[config.mk]
export PLATFORM = sky130hd
export DESIGN_NAME = dgo_output_ctrl
export DESIGN_NICKNAME = d
export VERILOG_FILES = /design/src/dgo_pkg.sv /design/src/dgo_ms_tick.sv /design/src/dgo_output_ctrl.sv
export SDC_FILE = /design/constraint.sdc
export NUM_CORES = 1
export LEC_CHECK = 0
export ABC_CLOCK_PERIOD_IN_PS = 7050
export BUFFER_PORTS_ARGS = -buffer_cell sky130_fd_sc_hd__buf_2
export CAP_MARGIN = 25
export CORE_AREA = 2 2 197 199
export DETAILED_ROUTE_END_ITERATION = 10
export DIE_AREA = 0 0 199 201
export PLACE_DENSITY = 0.58
export SLEW_MARGIN = 10
export SYNTH_ARGS = -nofsm -noshare
export SYNTH_HDL_FRONTEND = slang
export SYNTH_HIERARCHICAL = 1
export SYNTH_SLANG_ARGS = --single-unit
[constraint.sdc]
create_clock -name sys_clk -period 7.05 [get_ports sys_clk]
set_input_delay 1.41 -clock sys_clk [delete_from_list [all_inputs] [get_ports sys_clk]]
set_output_delay 1.41 -clock sys_clk [all_outputs]
set_load 0.005 [all_outputs]
[src/dgo_pkg.sv]
/*
 Constants, enumerations and reset values shared by the two-port digital output controller.
 Assumes a single 40 MHz system clock and that all control inputs are synchronous to it.
*/
// Function
// - each output picks its source: remote command, alarm association or energy pulsing.
// - under remote command the output follows on and off commands.
// - under alarm control an associated alarm trigger drives the output on.
// - energy pulsing emits pulses for a selected energy quantity at a set rate.
// - latching and coil hold apply only to command or alarm sources.
// - latching with commands: on command turns output on until an off command.
// - latching with alarms: output stays on until the alarm drops out.
// - timed: output turns on at a trigger, holds for on time, then off.
// - on time is whole seconds, 0 to 9999.
// - energy pulses are fixed 20 ms wide; the on-time setting is ignored.
// - coil hold: energize turns on, release turns off, nothing else acts.
// - coil hold state is retained and restored after power returns.
// - alarm control responds to any one of a selected set of alarms.
// - two independent outputs, each with its own configuration.
// - output pin defaults high after reset; idle level set through communication.
package dgo_pkg;

   localparam int NUM_OUT        = 2;
   localparam int CLK_HZ         = 40_000_000;
   localparam int TICK_MS        = 1;
   localparam int MS_CYCLES      = CLK_HZ / 1000 * TICK_MS;
   localparam int PULSE_WIDTH_MS = 20;
   localparam int MS_PER_S       = 1000;
   localparam int ON_TIME_MAX    = 9999;
   localparam int ON_TIME_W      = 14;
   localparam int MSC_W          = 10;
   localparam int PMS_W          = 5;

   localparam logic [PMS_W-1:0] PULSE_TICKS = PMS_W'(PULSE_WIDTH_MS / TICK_MS);
   localparam logic [MSC_W-1:0] MS_LAST     = MSC_W'(MS_PER_S / TICK_MS - 1);
   localparam logic             RST_PIN     = 1'b1;
   localparam logic             RST_ON      = 1'b0;

   typedef enum logic [1:0] {DGO_SRC_EXT, DGO_SRC_ALARM, DGO_SRC_ENERGY} dgo_src_e;
   typedef enum logic [1:0] {DGO_BEH_NORMAL, DGO_BEH_TIMED, DGO_BEH_COIL} dgo_beh_e;

endpackage

[src/dgo_ms_tick.sv]
/*
 Free-running millisecond tick generator for the digital output controller.
 Assumes clk_en freezes it together with the rest of the block.
*/
`timescale 1ns/1ps
`default_nettype none
module dgo_ms_tick #(
   parameter int MS_CYCLES = dgo_pkg::MS_CYCLES,
   parameter int CNT_W     = $clog2(MS_CYCLES)
) (
   input  wire logic sys_clk,
   input  wire logic reset_n,
   input  wire logic clk_en,
   output var  logic ms_tick
);
   import dgo_pkg::*;

   logic [CNT_W-1:0] cnt;
   logic [CNT_W-1:0] next_cnt;
   logic             next_tick;

   always_comb begin
      next_tick = 1'b0;
      next_cnt  = cnt + CNT_W'(1);
      if (cnt == CNT_W'(MS_CYCLES - 1)) begin
         next_cnt  = '0;
         next_tick = 1'b1;
      end
   end

   always_ff @(posedge sys_clk or negedge reset_n) begin
      if (!reset_n) begin
         cnt     <= '0;
         ms_tick <= 1'b0;
      end else if (clk_en) begin
         cnt     <= next_cnt;
         ms_tick <= next_tick;
      end
   end

endmodule
`default_nettype wire

[src/dgo_output_ctrl.sv]
/*
 Two-port digital output controller: command, alarm and energy-pulse sources,
 latching, timed and coil hold behaviour, pin polarity and retained coil state.
 Assumes commands and alarm levels are synchronous to sys_clk, and that an
 external retained store holds coil_state and presents it on retained_state.
*/
`timescale 1ns/1ps
`default_nettype none
module dgo_output_ctrl #(
   parameter int MS_CYCLES  = dgo_pkg::MS_CYCLES,
   parameter int NUM_ALARMS = 8,
   parameter int NUM_ENERGY = 4,
   parameter int ESEL_W     = $clog2(NUM_ENERGY),
   parameter int AMT_W      = 16,
   parameter int ACC_W      = 24
) (
   input  wire logic                           sys_clk,
   input  wire logic                           reset_n,
   input  wire logic                           clk_en,
   input  var  dgo_pkg::dgo_src_e              ctrl_src       [dgo_pkg::NUM_OUT],
   input  var  dgo_pkg::dgo_beh_e              behave_mode    [dgo_pkg::NUM_OUT],
   input  wire logic [dgo_pkg::ON_TIME_W-1:0]  on_time_s      [dgo_pkg::NUM_OUT],
   input  wire logic [NUM_ALARMS-1:0]          alarm_select   [dgo_pkg::NUM_OUT],
   input  wire logic [NUM_ALARMS-1:0]          alarm_active,
   input  wire logic [dgo_pkg::NUM_OUT-1:0]    cmd_on,
   input  wire logic [dgo_pkg::NUM_OUT-1:0]    cmd_off,
   input  wire logic [ESEL_W-1:0]              energy_sel     [dgo_pkg::NUM_OUT],
   input  wire logic [ACC_W-1:0]               pulse_quantum  [dgo_pkg::NUM_OUT],
   input  wire logic [NUM_ENERGY-1:0]          energy_valid,
   input  wire logic [AMT_W-1:0]               energy_amount  [NUM_ENERGY],
   input  wire logic [dgo_pkg::NUM_OUT-1:0]    idle_high,
   input  wire logic [dgo_pkg::NUM_OUT-1:0]    retained_state,
   output var  logic [dgo_pkg::NUM_OUT-1:0]    output_on,
   output var  logic [dgo_pkg::NUM_OUT-1:0]    coil_state,
   output var  logic                           switched_output_first,
   output var  logic                           switched_output_second
);
   import dgo_pkg::*;

   logic                  ms_tick;
   logic                  restored;
   logic                  next_restored;
   logic [NUM_OUT-1:0]    pin;

   dgo_ms_tick #(
      .MS_CYCLES (MS_CYCLES)
   ) u_tick (
      .sys_clk (sys_clk),
      .reset_n (reset_n),
      .clk_en  (clk_en),
      .ms_tick (ms_tick)
   );

   // first enabled cycle after reset reloads retained coil state
   always_comb begin
      next_restored = 1'b1;
   end

   always_ff @(posedge sys_clk or negedge reset_n) begin
      if (!reset_n) begin
         restored <= 1'b0;
      end else if (clk_en) begin
         restored <= next_restored;
      end
   end

   assign switched_output_first  = pin[0];
   assign switched_output_second = pin[1];

   for (genvar i = 0; i < NUM_OUT; i++) begin : g_out
      logic                 on_q;
      logic                 next_on;
      logic [ON_TIME_W-1:0] sec_left;
      logic [ON_TIME_W-1:0] next_sec;
      logic [MSC_W-1:0]     ms_cnt;
      logic [MSC_W-1:0]     next_ms;
      logic [PMS_W-1:0]     pls;
      logic [PMS_W-1:0]     next_pls;
      logic [ACC_W-1:0]     acc;
      logic [ACC_W-1:0]     next_acc;
      logic                 hit_q;
      logic                 next_pin;
      logic                 next_coil;
      logic                 hit;
      logic                 trig;
      logic                 drop;
      logic                 fire;
      logic [ACC_W:0]       sum;
      logic [ACC_W:0]       inc;
      logic [3:0]           cfg_q;
      logic                 steady;

      // any one selected alarm counts
      assign hit = |(alarm_active & alarm_select[i]);

      always_comb begin
         next_on   = on_q;
         next_sec  = sec_left;
         next_ms   = ms_cnt;
         next_pls  = pls;
         next_acc  = acc;
         trig      = 1'b0;
         drop      = 1'b0;
         fire      = 1'b0;
         inc       = '0;
         if (energy_valid[energy_sel[i]]) begin
            inc = (ACC_W+1)'(energy_amount[energy_sel[i]]);
         end
         sum = {1'b0, acc} + inc;
         if (!restored) begin
            // only coil hold outputs come back; others start off
            next_on = (behave_mode[i] == DGO_BEH_COIL && ctrl_src[i] != DGO_SRC_ENERGY)
                    ? retained_state[i] : RST_ON;
         end else if (ctrl_src[i] == DGO_SRC_ENERGY) begin
            // behaviour mode and on time are ignored here
            next_sec = '0;
            next_ms  = '0;
            next_acc = sum[ACC_W-1:0];
            if (pulse_quantum[i] != '0 && sum >= {1'b0, pulse_quantum[i]}) begin
               fire     = 1'b1;
               next_acc = ACC_W'(sum - {1'b0, pulse_quantum[i]});
            end
            // pulses closer than 20 ms merge: a new one restarts the width
            if (fire) begin
               next_pls = PULSE_TICKS;
            end else if (ms_tick && pls != '0) begin
               next_pls = pls - PMS_W'(1);
            end
            next_on = (next_pls != '0);
         end else begin
            next_pls = '0;
            if (ctrl_src[i] == DGO_SRC_EXT) begin
               trig = cmd_on[i];
               drop = cmd_off[i];
            end else begin
               trig = hit && !hit_q;
               drop = !hit;
            end
            case (behave_mode[i])
               DGO_BEH_TIMED: begin
                  if (trig) begin
                     next_sec = on_time_s[i];
                     next_ms  = '0;
                  end else if (ms_tick && sec_left != '0) begin
                     if (ms_cnt == MS_LAST) begin
                        next_ms  = '0;
                        next_sec = sec_left - ON_TIME_W'(1);
                     end else begin
                        next_ms = ms_cnt + MSC_W'(1);
                     end
                  end
                  next_on = (next_sec != '0);
               end
               DGO_BEH_COIL: begin
                  // only the release command clears it; alarm dropout does not
                  if (cmd_off[i]) begin
                     next_on = 1'b0;
                  end else if (trig) begin
                     next_on = 1'b1;
                  end
               end
               default: begin
                  // off wins when both arrive together
                  if (drop) begin
                     next_on = 1'b0;
                  end else if (trig) begin
                     next_on = 1'b1;
                  end
               end
            endcase
         end
         next_pin  = next_on ^ idle_high[i];
         next_coil = (behave_mode[i] == DGO_BEH_COIL && ctrl_src[i] != DGO_SRC_ENERGY)
                   ? next_on : coil_state[i];
      end

      always_ff @(posedge sys_clk or negedge reset_n) begin
         if (!reset_n) begin
            on_q          <= RST_ON;
            sec_left      <= '0;
            ms_cnt        <= '0;
            pls           <= '0;
            acc           <= '0;
            hit_q         <= 1'b0;
            pin[i]        <= RST_PIN;
            coil_state[i] <= 1'b0;
            output_on[i]  <= RST_ON;
         end else if (clk_en) begin
            on_q          <= next_on;
            sec_left      <= next_sec;
            ms_cnt        <= next_ms;
            pls           <= next_pls;
            acc           <= next_acc;
            hit_q         <= hit;
            pin[i]        <= next_pin;
            coil_state[i] <= next_coil;
            output_on[i]  <= next_on;
         end
      end

      // assertion helper: configuration unchanged since last cycle
      always_ff @(posedge sys_clk or negedge reset_n) begin
         if (!reset_n) begin
            cfg_q <= '0;
         end else begin
            cfg_q <= {ctrl_src[i], behave_mode[i]};
         end
      end
      assign steady = (cfg_q == {ctrl_src[i], behave_mode[i]}) && restored;

   end
endmodule
`default_nettype wire

Yosys cells after proc, flatten, opt, wreduce, memory -nomap -nowiden. Cells that the tools add are included.

Bits in registers: 132. Bits of input ports: 191. Output and inout bits: 6. Word-level logic and storage cells: 178.

$add $sub $neg: 11. Order comparisons: 6. Equality and inequality tests: 11. Multiplexer cells: 84. Bitwise operators: 6. Reduce and logical (&&, ||, !) cells: 41.

Operators with widths (count): 2-to-1 mux 14 bit (16); 2-to-1 mux 16 bit (7); 2-to-1 mux 10 bit (10); binary-select mux 16 bit (select 2 bit) (2); nonzero test 14 bit (4); adder 24 x 16 -> 25 bit (2); greater-or-equal comparator 25 x 24 -> 1 bit (2); 2-to-1 mux 5 bit (10); 2-to-1 mux 24 bit (2); nonzero test 24 bit (2); subtractor 24 bit (2); 2-to-1 mux 1 bit (33); subtractor 14 x 1 -> 14 bit (second input constant) (2); adder 10 x 1 -> 10 bit (second input constant) (2); == test 10 bit (second input constant) (2); nonzero test 5 bit (4); adder 16 x 1 -> 16 bit (second input constant) (1); AND 8 bit (2); == test 16 bit (second input constant) (1); OR reduction 8 bit (2); AND reduction 3 bit (4); logical AND 1 bit (10); subtractor 5 x 1 -> 5 bit (second input constant) (2); == test 2 bit (second input constant) (4); 14 further kinds (31).

Logic depth before layout (Yosys ltp). Gate-level depths: netlist of the first run.

Depth after elaboration: 18. Gate-level depth with buffers: 28. Mapped depth without buffers: 25.

By module. The synthesis of the first run kept the hierarchy.

Modules (own cells, without submodules): dgo_output_ctrl (times used 1, cells an instance 1528, area each 12296.8 um2, seq. area each 2880.3 um2); dgo_ms_tick (times used 1, cells an instance 82, area each 862.1 um2, seq. area each 425.4 um2).

Worst setup path after synthesis of the first run. Ideal clock, no wire load.

Path kind: input to register. From: input port energy_sel[2] (netlist name). To: register g_out[0].acc[11]. Setup time: 0.135 ns. Arrival time: 7.131 ns. Required time: 6.915 ns. Slack: -0.216 ns. Stages: 24. Path buffers: 4. Cell sequence: clkbuf_1 > buf_1 > mux4_2 > nor2b_1 > ha_1 > and3_1 > and3_1 > a211o_1 > o21ai_0 > nor2_1 > xor2_1 > ha_1 > a21o_1 > a21o_1 > a21o_1 > a221o_1 > nor3_1 > nand3_1 > nor3b_1 > or2_2 > buf_2 > buf_2 > mux2i_1 > o21ai_0.

Word-level cells in the longest chain between the ends: 9. Elaborated cells between the ends (all ways): 12. Those cells by class: add/sub: 2; order compare: 1; mux: 7; bitwise: 1; reduce/logical: 1.

RTL lines: start: declaration (RTL line dgo_output_ctrl.sv:27) `input wire logic [ESEL_W-1:0] energy_sel [dgo_pkg::NUM_OUT],`; inverter 2 -> 3 bit (implied by the code) (RTL line dgo_output_ctrl.sv:107) `inc = (ACC_W+1)'(energy_amount[energy_sel[i]]);`; binary-select mux 16 bit (select 2 bit) (RTL line dgo_output_ctrl.sv:107); 2-to-1 mux 16 bit (implied by the code) (2 in series) (RTL line dgo_output_ctrl.sv:107); 2-to-1 mux 16 bit * (RTL line dgo_output_ctrl.sv:106) `if (energy_valid[energy_sel[i]]) begin`; adder 24 x 16 -> 25 bit * (RTL line dgo_output_ctrl.sv:109) `sum = {1'b0, acc} + inc;`; greater-or-equal comparator 25 x 24 -> 1 bit (RTL line dgo_output_ctrl.sv:119) `if (pulse_quantum[i] != '0 && sum >= {1'b0, pulse_quantum[i]}) begin`; logical AND 1 bit (RTL line dgo_output_ctrl.sv:119); 2-to-1 mux 24 bit * (RTL line dgo_output_ctrl.sv:119); end signal: assignment (RTL line dgo_output_ctrl.sv:193) `acc <= next_acc;`; end: declaration (RTL line dgo_output_ctrl.sv:79) `logic [ACC_W-1:0] acc;`.

Every way passes the cells marked *; elsewhere a longest branch is shown, timed or not. The select of a mux whose other input is x is not followed. A chain may end at the register's enable or synchronous reset.

Final worst setup path of the first run.
From: input port energy_sel[2] (netlist name). To: register pin[0] (netlist: switched_output_first).

Word-level cells in the longest chain between the ends: 18. Elaborated cells between the ends (all ways): 20. Those cells by class: add/sub: 1; order compare: 1; mux: 14; bitwise: 2; reduce/logical: 2.

RTL lines: inverter 2 -> 3 bit (implied by the code) (RTL line dgo_output_ctrl.sv:107); binary-select mux 16 bit (select 2 bit) (RTL line dgo_output_ctrl.sv:107); 2-to-1 mux 16 bit (implied by the code) (2 in series) (RTL line dgo_output_ctrl.sv:107); 2-to-1 mux 16 bit * (RTL line dgo_output_ctrl.sv:106); adder 24 x 16 -> 25 bit * (RTL line dgo_output_ctrl.sv:109); greater-or-equal comparator 25 x 24 -> 1 bit * (RTL line dgo_output_ctrl.sv:119); logical AND 1 bit * (RTL line dgo_output_ctrl.sv:119); 2-to-1 mux 1 bit * (RTL line dgo_output_ctrl.sv:119); 2-to-1 mux 1 bit * (RTL line dgo_output_ctrl.sv:114) `end else if (ctrl_src[i] == DGO_SRC_ENERGY) begin`; 2-to-1 mux 1 bit * (RTL line dgo_output_ctrl.sv:110) `if (!restored) begin`; 2-to-1 mux 5 bit * (RTL line dgo_output_ctrl.sv:124) `if (fire) begin`; 2-to-1 mux 5 bit * (RTL line dgo_output_ctrl.sv:114); 2-to-1 mux 5 bit * (RTL line dgo_output_ctrl.sv:110); nonzero test 5 bit * (RTL line dgo_output_ctrl.sv:129) `next_on = (next_pls != '0);`; 2-to-1 mux 1 bit * (RTL line dgo_output_ctrl.sv:114); 2-to-1 mux 1 bit * (RTL line dgo_output_ctrl.sv:110); XOR 1 bit * (RTL line dgo_output_ctrl.sv:172) `next_pin = next_on ^ idle_high[i];`; end signal: indexed assignment (RTL line dgo_output_ctrl.sv:195) `pin[i] <= next_pin;`; end: declaration (RTL line dgo_output_ctrl.sv:43) `logic [NUM_OUT-1:0] pin;`.

Marked as above.

==> results of run 1 <==
[area by class of cell]
class | count | area [sq um]
Fill cell | 3851 | 22300
Multi-Input combinational cell | 1309 | 9210
Sequential cell | 132 | 3310
Timing Repair Buffer | 259 | 1500
Tap cell | 518 | 648
Clock buffer | 19 | 433
Inverter | 110 | 413
Clock inverter | 13 | 254
[power breakdown]
part / total, W / switching [W] / internal (W)
Sequential: 0.00113 / 0.000184 / 0.000948
Combinational: 0.00376 / 0.00205 / 0.00171
Clock: 0.00107 / 0.000369 / 0.000700
[registers in the layout, summed over array words and instances, names as in the netlist]
signal and count:
g_out.acc 48, g_out.sec_left 28, g_out.ms_cnt 20, u_tick/cnt 16
g_out.pls 10, coil_state 2, g_out.hit_q 2, g_out.on_q 2
restored 1, switched_output_first 1, switched_output_second 1, u_tick/ms_tick 1
[worst register-to-register path: stages (launching register included)]
cell	delay (ps)
sky130_fd_sc_hd__dfrtp_1	410
sky130_fd_sc_hd__ha_1	250
sky130_fd_sc_hd__fa_1	400
sky130_fd_sc_hd__a21oi_1	160
sky130_fd_sc_hd__o21bai_1	100
sky130_fd_sc_hd__a21oi_1	200
sky130_fd_sc_hd__o21ai_0	170
sky130_fd_sc_hd__a211o_1	320
sky130_fd_sc_hd__o21ai_1	180
sky130_fd_sc_hd__nor2_1	70
sky130_fd_sc_hd__xor2_1	150
sky130_fd_sc_hd__ha_1	340
sky130_fd_sc_hd__a21o_1	210
sky130_fd_sc_hd__a21o_1	230
sky130_fd_sc_hd__a21o_1	190
sky130_fd_sc_hd__a221o_1	340
sky130_fd_sc_hd__nor3_1	140
sky130_fd_sc_hd__nand3_1	90
sky130_fd_sc_hd__nor3b_1	190
sky130_fd_sc_hd__buf_4	150
sky130_fd_sc_hd__buf_4	140
sky130_fd_sc_hd__o41ai_2	330
sky130_fd_sc_hd__buf_4	190
sky130_fd_sc_hd__xor2_1	150
sky130_fd_sc_hd__a21oi_1	90
[synthesized netlist by cell type (all sizes together), types with 31 or more instances]
| cell | n |
|---|---|
| a21o | 39 |
| a21oi | 93 |
| and3 | 31 |
| clkbuf | 43 |
| dfrtp | 130 |
| ha | 91 |
| inv | 110 |
| mux2i | 43 |
| mux4 | 31 |
| nand2 | 147 |
| nand3 | 43 |
| nor2 | 108 |
| nor2b | 46 |
| nor3 | 42 |
| nor4 | 35 |
| o21ai | 161 |
| xnor2 | 73 |
| xor2 | 33 |
[kinds of logic after synthesis]
kind of cell	count (synthesis)	share of synthesized area
AOI/OAI and AO/OA	477	0.230
xor gates and xnor gates	106	0.0706
adders and majority gates	95	0.0926
buffers and inverters	169	0.0502
DFF	132	0.251
muxes	78	0.0892
and+or+nand+nor	553	0.216
[through the flow]
step	util	setup TNS (ps)	instances	power [W]	worst slack [ps]
2_1_floorplan	-	0	1610	0.00385	3.44
3_3_place_gp	0.395	-17.2	2323	0.00480	-17.2
3_5_place_dp	0.395	-112	2324	0.00486	-112
4_1_cts	0.413	0	2356	0.00596	303
5_1_grt	0.414	0	2360	0.00647	84.7
6_report	0.414	0	2360	0.00596	405
[cells in the final DEF, fill, tap and decap left out, drive strengths merged, types with 5 or more instances in the layout]
master  netlist  final
o41ai        11     11
dfrtp       130    130
xor2         33     33
a21oi        93     93
buf          16    257
bufinv        0      7
nand2       147    147
clkbuf       43     21
mux4         31     31
o31ai        21     21
nor4         35     35
nand4        21     21
o21ai       161    161
o21a         20     20
xnor2        73     73
mux2i        43     43
or3          18     18
o211ai        9      9
a31oi        21     21
or2          16     16
o21bai       13     13
nand3        43     43
nor2        108    108
o22ai         9      9
a211oi       12     12
nor2b        46     46
a41oi         6      6
nor3b         5      5
ha           91     91
nand2b       15     15
inv         110    111
or4          10     10
a22o         11     11
a21o         39     39
and3         31     31
a22oi         7      7
nor3         42     42
[worst max path at each step]
| stage | from | end | slack [ps] | cells past startpoint |
|---|---|---|---|---|
| global placement | energy_sel[2] | switched_output_first | -20 | 27 |
| detailed placement | energy_sel[2] | switched_output_first | -110 | 27 |
| CTS | energy_sel[2] | switched_output_first | 300 | 27 |
| floorplan | energy_sel[2] | g_out[0].acc[11] | 3 | 26 |
| finish | energy_sel[2] | switched_output_first | 410 | 27 |
| global route | energy_sel[3] | switched_output_first | 80 | 28 |
[layer usage]
metal  track usage  vias to the layer above  routed length [microns]
li1              -                     6382                        -
met1         0.265                     6117                    18200
met2         0.324                      397                    18200
met3        0.0270                       54                     2030
met4        0.0594                        0                      835
met5             0                        -                        0
==> impl.org, run 1 <==
** Floorplanning
- Die Height :: 201 microns
- Die W :: 199 microns
- Core outline area :: roughly 38000 sq um
- The initial utilization of the core area, before any placement, comes to 0.345.
- For this design the top-level I/O count stands at 197.
- Area of the die :: 40000 sq um
- The initialized floorplan defines 72 standard-cell rows.

** Cells and area
- In the final design database the tool counted 2115 nets.
- Of the cells placed in the final design, the portion with a size suffix greater than 1 is 0.195.
- The finished cells cover around 16000 sq um.
- Compared with the post-synthesis result, the final layout area differs by 19.8%.
- Total inserted antenna cells :: 0

** Power
- For this design the ratio of total power to cell area is between 300 and 400 nW/um^2.
- In this run the static leakage power is 7.24 nW.
- Across the VDD grid, the largest voltage drop is 0.158 mV.

** Global route
- Global-route wire length before repair :: 63200 microns
- Total gr overflow :: 0
- Via count of the first global-routing pass :: 12400
- Entering global routing, the biggest net connects 68 pins.
- The initial antenna violation count came to 0.
- Gr usage total :: 0.196

** Synthesis
- For this run, the register share of the synthesized area comes to 0.251.
- The synthesized design contains 132 register bits.
- Cell count after synthesis :: approximately 1600
- Averaged over all synthesized cells, the footprint is 8.17 sq um.
- Warning count from the yosys run :: 6
- Netlist area before placement :: 13200 sq um
- After synthesis, the share of flip-flops with an asynchronous set or reset is 1.00.
- Of the post-synthesis cell area, the dominant cell type holds 0.247.
- The number of nets handed over by synthesis was 1896.
- Number of enable flip-flop cells after synthesis :: 0
- The most used flip-flop cell after synthesis is sky130_fd_sc_hd__dfrtp_1.
- Post-synthesis cell type with the largest combined area :: sky130_fd_sc_hd__dfrtp_1
- Netlist cell types :: 85
- Top post-synthesis cells by area :: sky130_fd_sc_hd__dfrtp_1, sky130_fd_sc_hd__ha_1, sky130_fd_sc_hd__o21ai_0

** STA
- Endpoints failing setup :: 0
- Setup repair after global routing left no endpoint under its margin.
- Clock period minus worst slack :: roughly 6600 ps
- Count of final max-slew check failures :: 0
- Hold is met by 489 ps.
- Normalized max-slew margin :: 0.399
- Worst Max-Slew Pin Slew :: 902 ps
- Number of hold-slack violations in the final timing report :: 0
- Of the available clock period, the critical path in the final layout requires 0.942.
- For this run, the top clock speed supported by timing is 150 MHz.
- On the final layout, the worst clock skew is around 14 ps.

** Drt
- For this run, design rule violations remaining after detail routing come to 0.
- For this run, the detailed router's first-pass iteration total came to 5.
- Routed via count :: 13000
- In the final routed layout, each cell accounts on average for approximately 17 microns.
- Iter 0 DRT Violations :: 699
- The count of nets left with antenna violations once routing finished came out at 0.
- Via-to-Cell Ratio :: 5.49
- The final layout contains routed wiring with a total length of 39300 microns.

** Clock network
- After clock tree synthesis, the setup repair step added 0 buffers.
- Clk Latency, worst-skew pair :: about 440 ps
- Counting along the longest clock path gives a buffer depth of 2.
- Number of buffers created by CTS :: 17
- TritonCTS built the clock tree.
- Counting every sink on the clock net gives 132.
- Clock-pin transition on the worst setup and hold timing paths :: 70 ps
- CTS Root Cell :: sky130_fd_sc_hd__clkbuf_16
- Buffers inserted to repair hold after CTS numbered 0.
- Post-cts sizing count :: 0
- The clock tree synthesis step divided the H-tree into 4 levels.

** Worst setup path
- Crit-path max FO :: 12
- The worst setup path is captured at a flop.
- Slowest cell on the critical path :: sky130_fd_sc_hd__mux4_2
- Launching element type of the critical path :: input pin
- Sum of buffers and inverters on the critical path :: 6
- Crit Path Category :: in2reg
- Arrival time of data at the critical path endpoint :: 6970 ps
- Across all register-to-register paths, the minimum setup slack is approximately 1800 ps.
- In this run the critical register-to-register path is captured at switched_output_first.
- Number of cells traversed by the worst register-to-register path :: 24
- Startpoint of the most critical register-to-register path :: g_out[0].acc[0]
- Data required time of the critical path :: 7380 ps
- In this design, the critical path's most frequently occurring cell is sky130_fd_sc_hd__buf_4.
- Broken down by cell family, the worst path's largest delay share belongs to compound AO/OA/AOI/OAI gates.
- For this run, the slowest stage of the critical path takes 520 ps.

** Worst hold path
- The min-delay analysis places its worst path in the category reg2reg.
- Launch instance of the worst min-delay path :: g_out[1].acc[11]
- The worst hold path was traced through 2 stages.
- The path with the worst hold slack has its endpoint at g_out[1].acc[11].

** Placed design
- Input and output buffers added on the ports amount to 196.
- The placed instances occupy a cell area of 15000 sq um.
- Global placement routability congestion :: 0.887
- The HPWL after detailed placement is 30900 microns.

** Outcome
- The flow ran to the end, and the final reports show no timing, DRC or antenna violations.

** Flow run
- Max capacitance violation total :: 0
Note: power is estimated with default switching activity, not from simulation.
==> inputs of run 2 (changes only) <==
--- a/config.mk
+++ b/config.mk
@@ -12,6 +12,8 @@
 export DETAILED_ROUTE_END_ITERATION = 10
 export DIE_AREA = 0 0 199 201
 export PLACE_DENSITY = 0.58
+export REMOVE_ABC_BUFFERS = 1
+export SKIP_LAST_GASP = 1
 export SLEW_MARGIN = 10
 export SYNTH_ARGS = -nofsm -noshare
 export SYNTH_HDL_FRONTEND = slang
==> impl.org, run 2 (same netlist as run 1, synthesis figures left out) <==
** STA
- Endpoints failing setup :: 0 (unchanged)
- RSZ-0062 raised after global routing :: no (unchanged)
- The number of hold-slack violations in the final timing report came to 0 (unchanged).
- The timing-limited maximum frequency was 150 MHz (about the same).
- Final Cycle Share :: 0.947 (was 0.942)
- The normalized max-slew margin was 0.437 (was 0.399).
- Count of final max-slew check failures :: 0 (unchanged)
- The pin slew with the least headroom to its limit came to 842 ps (was 902 ps).
- Sum of negative setup slack :: 0 ps (unchanged)
- Worst clock skew :: 12.0 ps (was 13.5 ps)
- Clock period minus worst slack :: 6680 ps (was 6640 ps)

** Clock network
- The register clock-pin slew on the reported worst setup and hold paths came to 60 ps (was 70 ps).
- The cts-stage hold buffer count came to 0 (unchanged).
- The cell at the root of the clock tree is sky130_fd_sc_hd__clkbuf_16 (unchanged).
- TritonCTS clock tree :: yes (unchanged)
- Clock net sink count :: 132 (unchanged)
- The maximum clock path buffer count was 2 (unchanged).
- Clk Latency, worst-skew pair :: 440 ps (about the same)
- Count of H-tree levels built during CTS :: 4 (unchanged)
- Number of buffers created by CTS :: 17 (unchanged)

** Cells and area
- The post-route cell area came to 15500 sq um (was 15800 sq um).
- The number of nets in the finished design came to 2093 (was 2115).
- Layout overhead on the synthesized area :: 17.5% (was 19.8%)
- Filler cell count in the final layout :: 3862 (was 3851)
- Share of post-route cells with drive strength above 1 :: 0.186 (was 0.195)
- Max reg flops :: 48 (unchanged)
- Total inserted antenna cells :: 0 (unchanged)
- Biggest regs: g_out.acc (48), g_out.sec_left (28), g_out.ms_cnt (20) (unchanged).
- Most frequent standard cell in the layout excluding fill and tap cells :: sky130_fd_sc_hd__buf_2 (unchanged)
- Most frequent cells in the layout: sky130_fd_sc_hd__buf_2, sky130_fd_sc_hd__o21ai_0, sky130_fd_sc_hd__nand2_1, sky130_fd_sc_hd__dfrtp_1, sky130_fd_sc_hd__inv_1 (unchanged).
- Register name with the most flops :: g_out.acc (unchanged)

** Floorplanning
- Initial core utilization :: 0.345 (unchanged)
- Area of the die :: 40000 sq um (unchanged)
- The floorplan core area is 38100 sq um (unchanged).
- Die W :: 199 microns (unchanged)
- The placement row count was 72 (unchanged).
- The die extent in y was 201 microns (unchanged).
- The number of I/O pins came to 197 (unchanged).

** Drt
- The remaining antenna violation count came to 0 (unchanged).
- The first-pass iteration count of the detailed router came to 5 (unchanged).
- The number of DRC markers after the initial detailed-route iteration came to 702 (was 699).
- The via total after detailed routing was 12800 (was 13000).
- The final routed DRC violation total came to 0 (unchanged).
- Detail-routed net length per standard cell :: 16.8 microns (was 16.6 microns)
- Routed wire length :: 39200 microns (was 39300 microns)
- Via-to-Cell Ratio :: 5.47 (was 5.49)

** Power
- The leakage power figure was 7.07 nW (was 7.24 nW).
- The power density over the cells came to 366 nW/um^2 (was 378 nW/um^2).
- Total power :: 0.00565 W (was 0.00596 W)
- The maximum resistive drop on vdd is 0.197 mV (was 0.158 mV).

** Global route
- The met1 routing resource usage after global routing is 0.266 (was 0.265).
- The overall global routing resource usage came to 0.197 (was 0.196).
- M3 GR Usage :: 0.0269 (was 0.0270)
- The residual overflow from global routing came to 0 (unchanged).
- The initial antenna violation count came to 0 (unchanged).
- Global-route layer with the greatest usage :: met2 (unchanged)
- Global-route wire length before repair :: 63200 microns (about the same)
- Largest net degree at the start of global routing :: 78 (was 68)
- The met2 global-route usage was 0.332 (was 0.324).
- The number of global-route vias before repair came to 12400 (about the same).

** Worst setup path
- The slowest library cell on the worst path is sky130_fd_sc_hd__mux4_2 (unchanged).
- The endpoint type of the worst setup path is a flop (unchanged).
- The sum of buffers and inverters on the critical path was 3 (was 6).
- The worst-path maximum fanout was 5 (was 12).
- The launching element type of the critical path was an input pin (unchanged).
- Data required time of the critical path :: 7390 ps (was 7380 ps)
- The arrival time at the worst endpoint is 7020 ps (was 6970 ps).
- The critical path's largest stage delay is 520 ps (about the same).
- Dominant delay contributor by cell family on the critical path :: compound AO/OA/AOI/OAI gates (unchanged)
- The critical path class was in2reg (unchanged).

** Worst hold path
- Worst hold path class :: reg2reg (unchanged)

** Placed design
- Cell Area, Placed :: 14900 sq um (was 15000 sq um)
- The quantity of I/O buffers inserted on ports is 196 (unchanged).
- The sum of net half-perimeters after detailed placement was 31100 microns (was 30900 microns).
- The final estimated routing congestion in global placement came to 0.938 (was 0.887).

** Outcome
- Status :: complete, no violations (unchanged)

** Flow run
- Max capacitance violation total :: 0 (unchanged)
==> run 2: cell types whose count changed in the layout (fill, tap and decap cells not counted), moves of 2 or more <==
cell,change
sky130_fd_sc_hd__buf_4,-22
sky130_fd_sc_hd__clkinv_2,+4
sky130_fd_sc_hd__clkbuf_1,-2
sky130_fd_sc_hd__inv_6,+2
sky130_fd_sc_hd__clkinvlp_4,+2
sky130_fd_sc_hd__bufinv_16,-6
sky130_fd_sc_hd__clkinv_4,-2
==> run 2: cell type report <==
cell class,instances,area [sq um],share of cell area
multi-input combinational,1309,9210,0.596
clock buffer,18,439,0.0284
sequential,132,3310,0.214
tap,518,648,0.0419
timing repair buffer,237,1340,0.0865
clock inverter,13,109,0.00704
inverter,110,413,0.0267
==> run 2: routing by layer <==
metal | routed length (microns) | vias to the layer above
met4 | 618 | 0
met5 | 0 | -
met2 | 18600 | 314
li1 | - | 6329
met1 | 18100 | 6101
met3 | 1810 | 36
==> run 2: power breakdown <==
part           internal (W)  switching (W)
registers          0.000948       0.000185
clock network      0.000491       0.000376
logic               0.00163        0.00202
==> run 2: worst paths after layout <==
| path | endpoint | cells after the start | startpoint | slack, ps |
|---|---|---|---|---|
| worst min-delay path | g_out[1].acc[0] | 2 | g_out[1].acc[0] | 480 |
| min in group asynchronous | g_out[0].sec_left[5] | 1 | reset_n | 980 |
| worst max-delay path | switched_output_first | 26 | energy_sel[2] | 370 |
| worst max register to register | switched_output_first | 23 | g_out[0].acc[0] | 1800 |
| max in group asynchronous | g_out[1].sec_left[1] | 2 | reset_n | 4730 |
| worst min register to register | g_out[1].acc[0] | 2 | g_out[1].acc[0] | 480 |
==> run 2: stage by stage <==
step | setup WS [ps] | std cells | hold slack, ps | utilization
floorplan | -1350 | 1551 | 445 | -
global placement | -11.5 | 2301 | 461 | 0.390
detailed placement | -84.7 | 2302 | 468 | 0.390
CTS | 343 | 2333 | 480 | 0.405
global route | 75.6 | 2337 | 519 | 0.406
finish | 374 | 2337 | 482 | 0.406
==> run 2: repair_timing <==
item / in CTS / in global routing
resized for setup: 0 / 1
setup endpoints to repair: 0 / 1
setup buffers: 0 / 0
==> run 2: worst register-to-register path: cells and delay by family (launching register included) <==
kind / cells / cell delay, ps
adder cells (fa/ha/maj): 3 / 980
XOR/XNOR: 2 / 320
flip-flops: 1 / 400
buffers and inverters: 2 / 390
AND/OR/NAND/NOR: 4 / 490
AO/OA/AOI/OAI: 12 / 2600
==> inputs of run 3 (changes only) <==
--- a/config.mk
+++ b/config.mk
@@ -11,6 +11,7 @@
 export CORE_AREA = 2 2 197 199
 export DETAILED_ROUTE_END_ITERATION = 10
 export DIE_AREA = 0 0 199 201
+export GPL_TIMING_DRIVEN = 0
 export PLACE_DENSITY = 0.58
 export REMOVE_ABC_BUFFERS = 1
 export SKIP_LAST_GASP = 1
==> impl.org, run 3 (same netlist as run 1, synthesis figures left out) <==
** Placed design
- Worst slack at placement :: -1760 ps (was -84.7 ps)
- The number of instances in the placed design is 2273 (was 2302).
- The sum of net half-perimeters after detailed placement was 30000 microns (was 31100 microns).
- The quantity of I/O buffers inserted on ports is 196 (unchanged).
- The final estimated routing congestion in global placement was 0.872 (was 0.938).

** Drt
- The first-pass iteration count of the detailed router is 5 (unchanged).
- Number of nets with antenna violations after routing :: 0 (unchanged)
- Detail-routed net length per standard cell :: 16.9 microns (was 16.8 microns)
- The ratio of routed vias to standard cells was 5.49 (was 5.47).
- The number of DRC markers after the initial detailed-route iteration was 688 (was 702).
- Drc violations :: 0 (unchanged)
- The via total after detailed routing was 12800 (about the same).
- The sum of routed wire length over all layers was 39300 microns (was 39200 microns).

** Worst setup path
- The slowest library cell on the worst path is sky130_fd_sc_hd__fa_1 (was sky130_fd_sc_hd__mux4_2).
- Category of the worst setup path capture point :: flop (unchanged)
- The critical path class is in2reg (unchanged).
- The launching element type of the critical path is an input pin (unchanged).
- Crit-path max cell delay :: 420 ps (was 520 ps)
- Data required time of the critical path :: 7310 ps (was 7390 ps)
- The arrival time at the worst endpoint was 7010 ps (was 7020 ps).
- Crit-path max FO :: 18 (was 5)
- The most numerous cell type found on the critical path is sky130_fd_sc_hd__a21o_1.

** Power
- The maximum resistive drop on vdd is 0.191 mV (was 0.197 mV).
- The part of the power in combinational logic came to 0.645 (was 0.646).
- The total internal power was 0.00315 W (was 0.00307 W).
- Power per cell area :: 370 nW/um^2 (was 366 nW/um^2)
- The fraction of power consumed by the clock network came to 0.160 (was 0.154).
- The leakage power figure came to 7.07 nW (about the same).
- Power share of the sequential group :: 0.195 (was 0.200)
- Sw frac :: 0.454 (was 0.456)
- The switching power summed over all nets is 0.00263 W (was 0.00258 W).

** Clock network
- TritonCTS clock tree :: yes (unchanged)
- The cts-stage hold buffer count was 0 (unchanged).
- The CTS sink count came to 132 (unchanged).
- Number of buffers created by CTS :: 17 (unchanged)
- Count of H-tree levels built during CTS :: 4 (unchanged)
- Worst-case clock buffer depth :: 2 (unchanged)
- The cell at the root of the clock tree is sky130_fd_sc_hd__clkbuf_16 (unchanged).
- Clk Latency, worst-skew pair :: 430 ps (was 440 ps)
- The register clock-pin slew on the reported worst setup and hold paths is 60 ps (about the same).

** Floorplanning
- The floorplan core area is 38100 sq um (unchanged).
- The number of I/O pins came to 197 (unchanged).
- Area of the die :: 40000 sq um (unchanged)
- The placement row count came to 72 (unchanged).
- Initial core utilization :: 0.345 (unchanged)
- The die extent in y came to 201 microns (unchanged).
- Die W :: 199 microns (unchanged)

** STA
- Worst clock skew :: 12.7 ps (was 12.0 ps)
- Endpoints failing setup :: 0 (unchanged)
- Clock period minus worst slack :: 6750 ps (was 6680 ps)
- Normalized max-slew margin :: 0.357 (was 0.437)
- Min setup slack post-route :: 302 ps (was 374 ps)
- The total negative setup slack came to 0 ps (unchanged).
- The smallest hold slack came to 473 ps (was 482 ps).
- Worst Max-Slew Pin Slew :: 956 ps (was 842 ps)
- The number of hold-slack violations in the final timing report came to 0 (unchanged).
- Upper clock frequency limit :: 148 MHz (was 150 MHz)
- The post-route clock period utilization came to 0.957 (was 0.947).
- Count of final max-slew check failures :: 0 (unchanged)

** Global route
- Global-route wire length before repair :: 62900 microns (was 63200 microns)
- The initial antenna violation count came to 2 (was 0).
- Total gr overflow :: 0 (unchanged)
- Via count of the first global-routing pass :: 12300 (was 12400)
- Largest net degree at the start of global routing :: 72 (was 78)
- Gr usage total :: 0.195 (was 0.197)

** Cells and area
- Most frequent standard cell in the layout excluding fill and tap cells :: sky130_fd_sc_hd__buf_2 (unchanged)
- The number of flip-flops under the largest register name is 48 (unchanged).
- The fraction of final layout cells with drive strength greater than 1 was 0.191 (was 0.186).
- Layout Cells excl Fill :: 2328 (was 2337)
- Post-layout nets :: 2083 (was 2093)
- Total inserted antenna cells :: 0 (unchanged)
- The register ranked first by flip-flop count is g_out.acc (unchanged).
- Most frequent cells in the layout :: sky130_fd_sc_hd__buf_2, sky130_fd_sc_hd__o21ai_0, sky130_fd_sc_hd__nand2_1, sky130_fd_sc_hd__dfrtp_1, sky130_fd_sc_hd__inv_1 (unchanged)
- Biggest regs: g_out.acc (48), g_out.sec_left (28), g_out.ms_cnt (20) (unchanged).
- The fraction of the core area covered by cells at the end of the flow is 0.410 (was 0.406).
- Layout overhead on the synthesized area :: 18.8% (was 17.5%)

** Outcome
- Status :: complete, no violations (unchanged)

** Flow run
- Max capacitance violation total :: 0 (unchanged)

** Worst hold path
- The type of the worst min-delay path was reg2reg (unchanged).
[run 3: changes by cell type in the layout (fill, tap and decap cells not counted), sizes merged]
cell,delta
or2,+1
buf,-11
clkinv,-3
bufinv,+1
o22ai,+1
clkbuf,+3
inv,-1
[run 3: through the flow]
stage / total power [W] / area [sq um]
5_1_grt: 0.00628 / 15600
3_3_place_gp: 0.00457 / 14500
6_report: 0.00578 / 15600
4_1_cts: 0.00573 / 15500
3_5_place_dp: 0.00466 / 14700
2_1_floorplan: 0.00382 / 12900
[run 3: area by class of cell]
| type | count | area (sq um) |
|---|---|---|
| Clock buffer | 22 | 474 |
| Clock inverter | 10 | 123 |
| Fill cell | 3897 | 22500 |
| Inverter | 110 | 413 |
| Multi-Input combinational cell | 1311 | 9360 |
| Sequential cell | 132 | 3310 |
| Tap cell | 518 | 648 |
| Timing Repair Buffer | 225 | 1300 |
[run 3: per-layer routing]
metal / vias to the layer above / track usage / part of all wire
met5: - / 0 / 0.00069
met4: 4 / 0.0517 / 0.016
met3: 37 / 0.0250 / 0.040
met2: 299 / 0.328 / 0.47
met1: 6116 / 0.263 / 0.47
li1: 6320 / - / -
[run 3: critical path, delay by kind of cell]
family | cells | cell delay (ps)
fa+ha+maj | 3 | 940
xor+xnor | 1 | 210
mux | 2 | 530
buf+inv | 3 | 550
simple gates | 6 | 910
compound gates | 12 | 2460
[run 3: path summary, 6_finish.rpt]
kind / cells after the start / slack [ps] / to / startpoint
min in group asynchronous: 1 / 940 / g_out[0].sec_left[5] / reset_n
worst min-delay path: 2 / 470 / g_out[1].acc[0] / g_out[1].acc[0]
worst max register to register: 22 / 1890 / g_out[0].acc[20] / g_out[0].acc[0]
max in group asynchronous: 2 / 5340 / switched_output_second / reset_n
worst min register to register: 2 / 470 / g_out[1].acc[0] / g_out[1].acc[0]
worst max-delay path: 27 / 300 / g_out[0].acc[20] / energy_sel[3]
[run 3: what timing repair did]
item | in CTS | in global routing
gates resized for setup | 16 | 15
endpoints found under the setup margin | 63 | 34
buffers inserted | 10 | 7
gates cloned | 2 | 0
pin swaps | 2 | 7
[run 3: power by group through the flow]
stage	logic, W	registers, W	clock network, W
final	0.00373	0.00113	0.000925
after global routing	0.00415	0.00116	0.000977
after CTS	0.00365	0.00113	0.000952
after detailed placement	0.00352	0.00114	0
after global placement	0.00343	0.00113	0
after floorplan	0.00273	0.00109	0
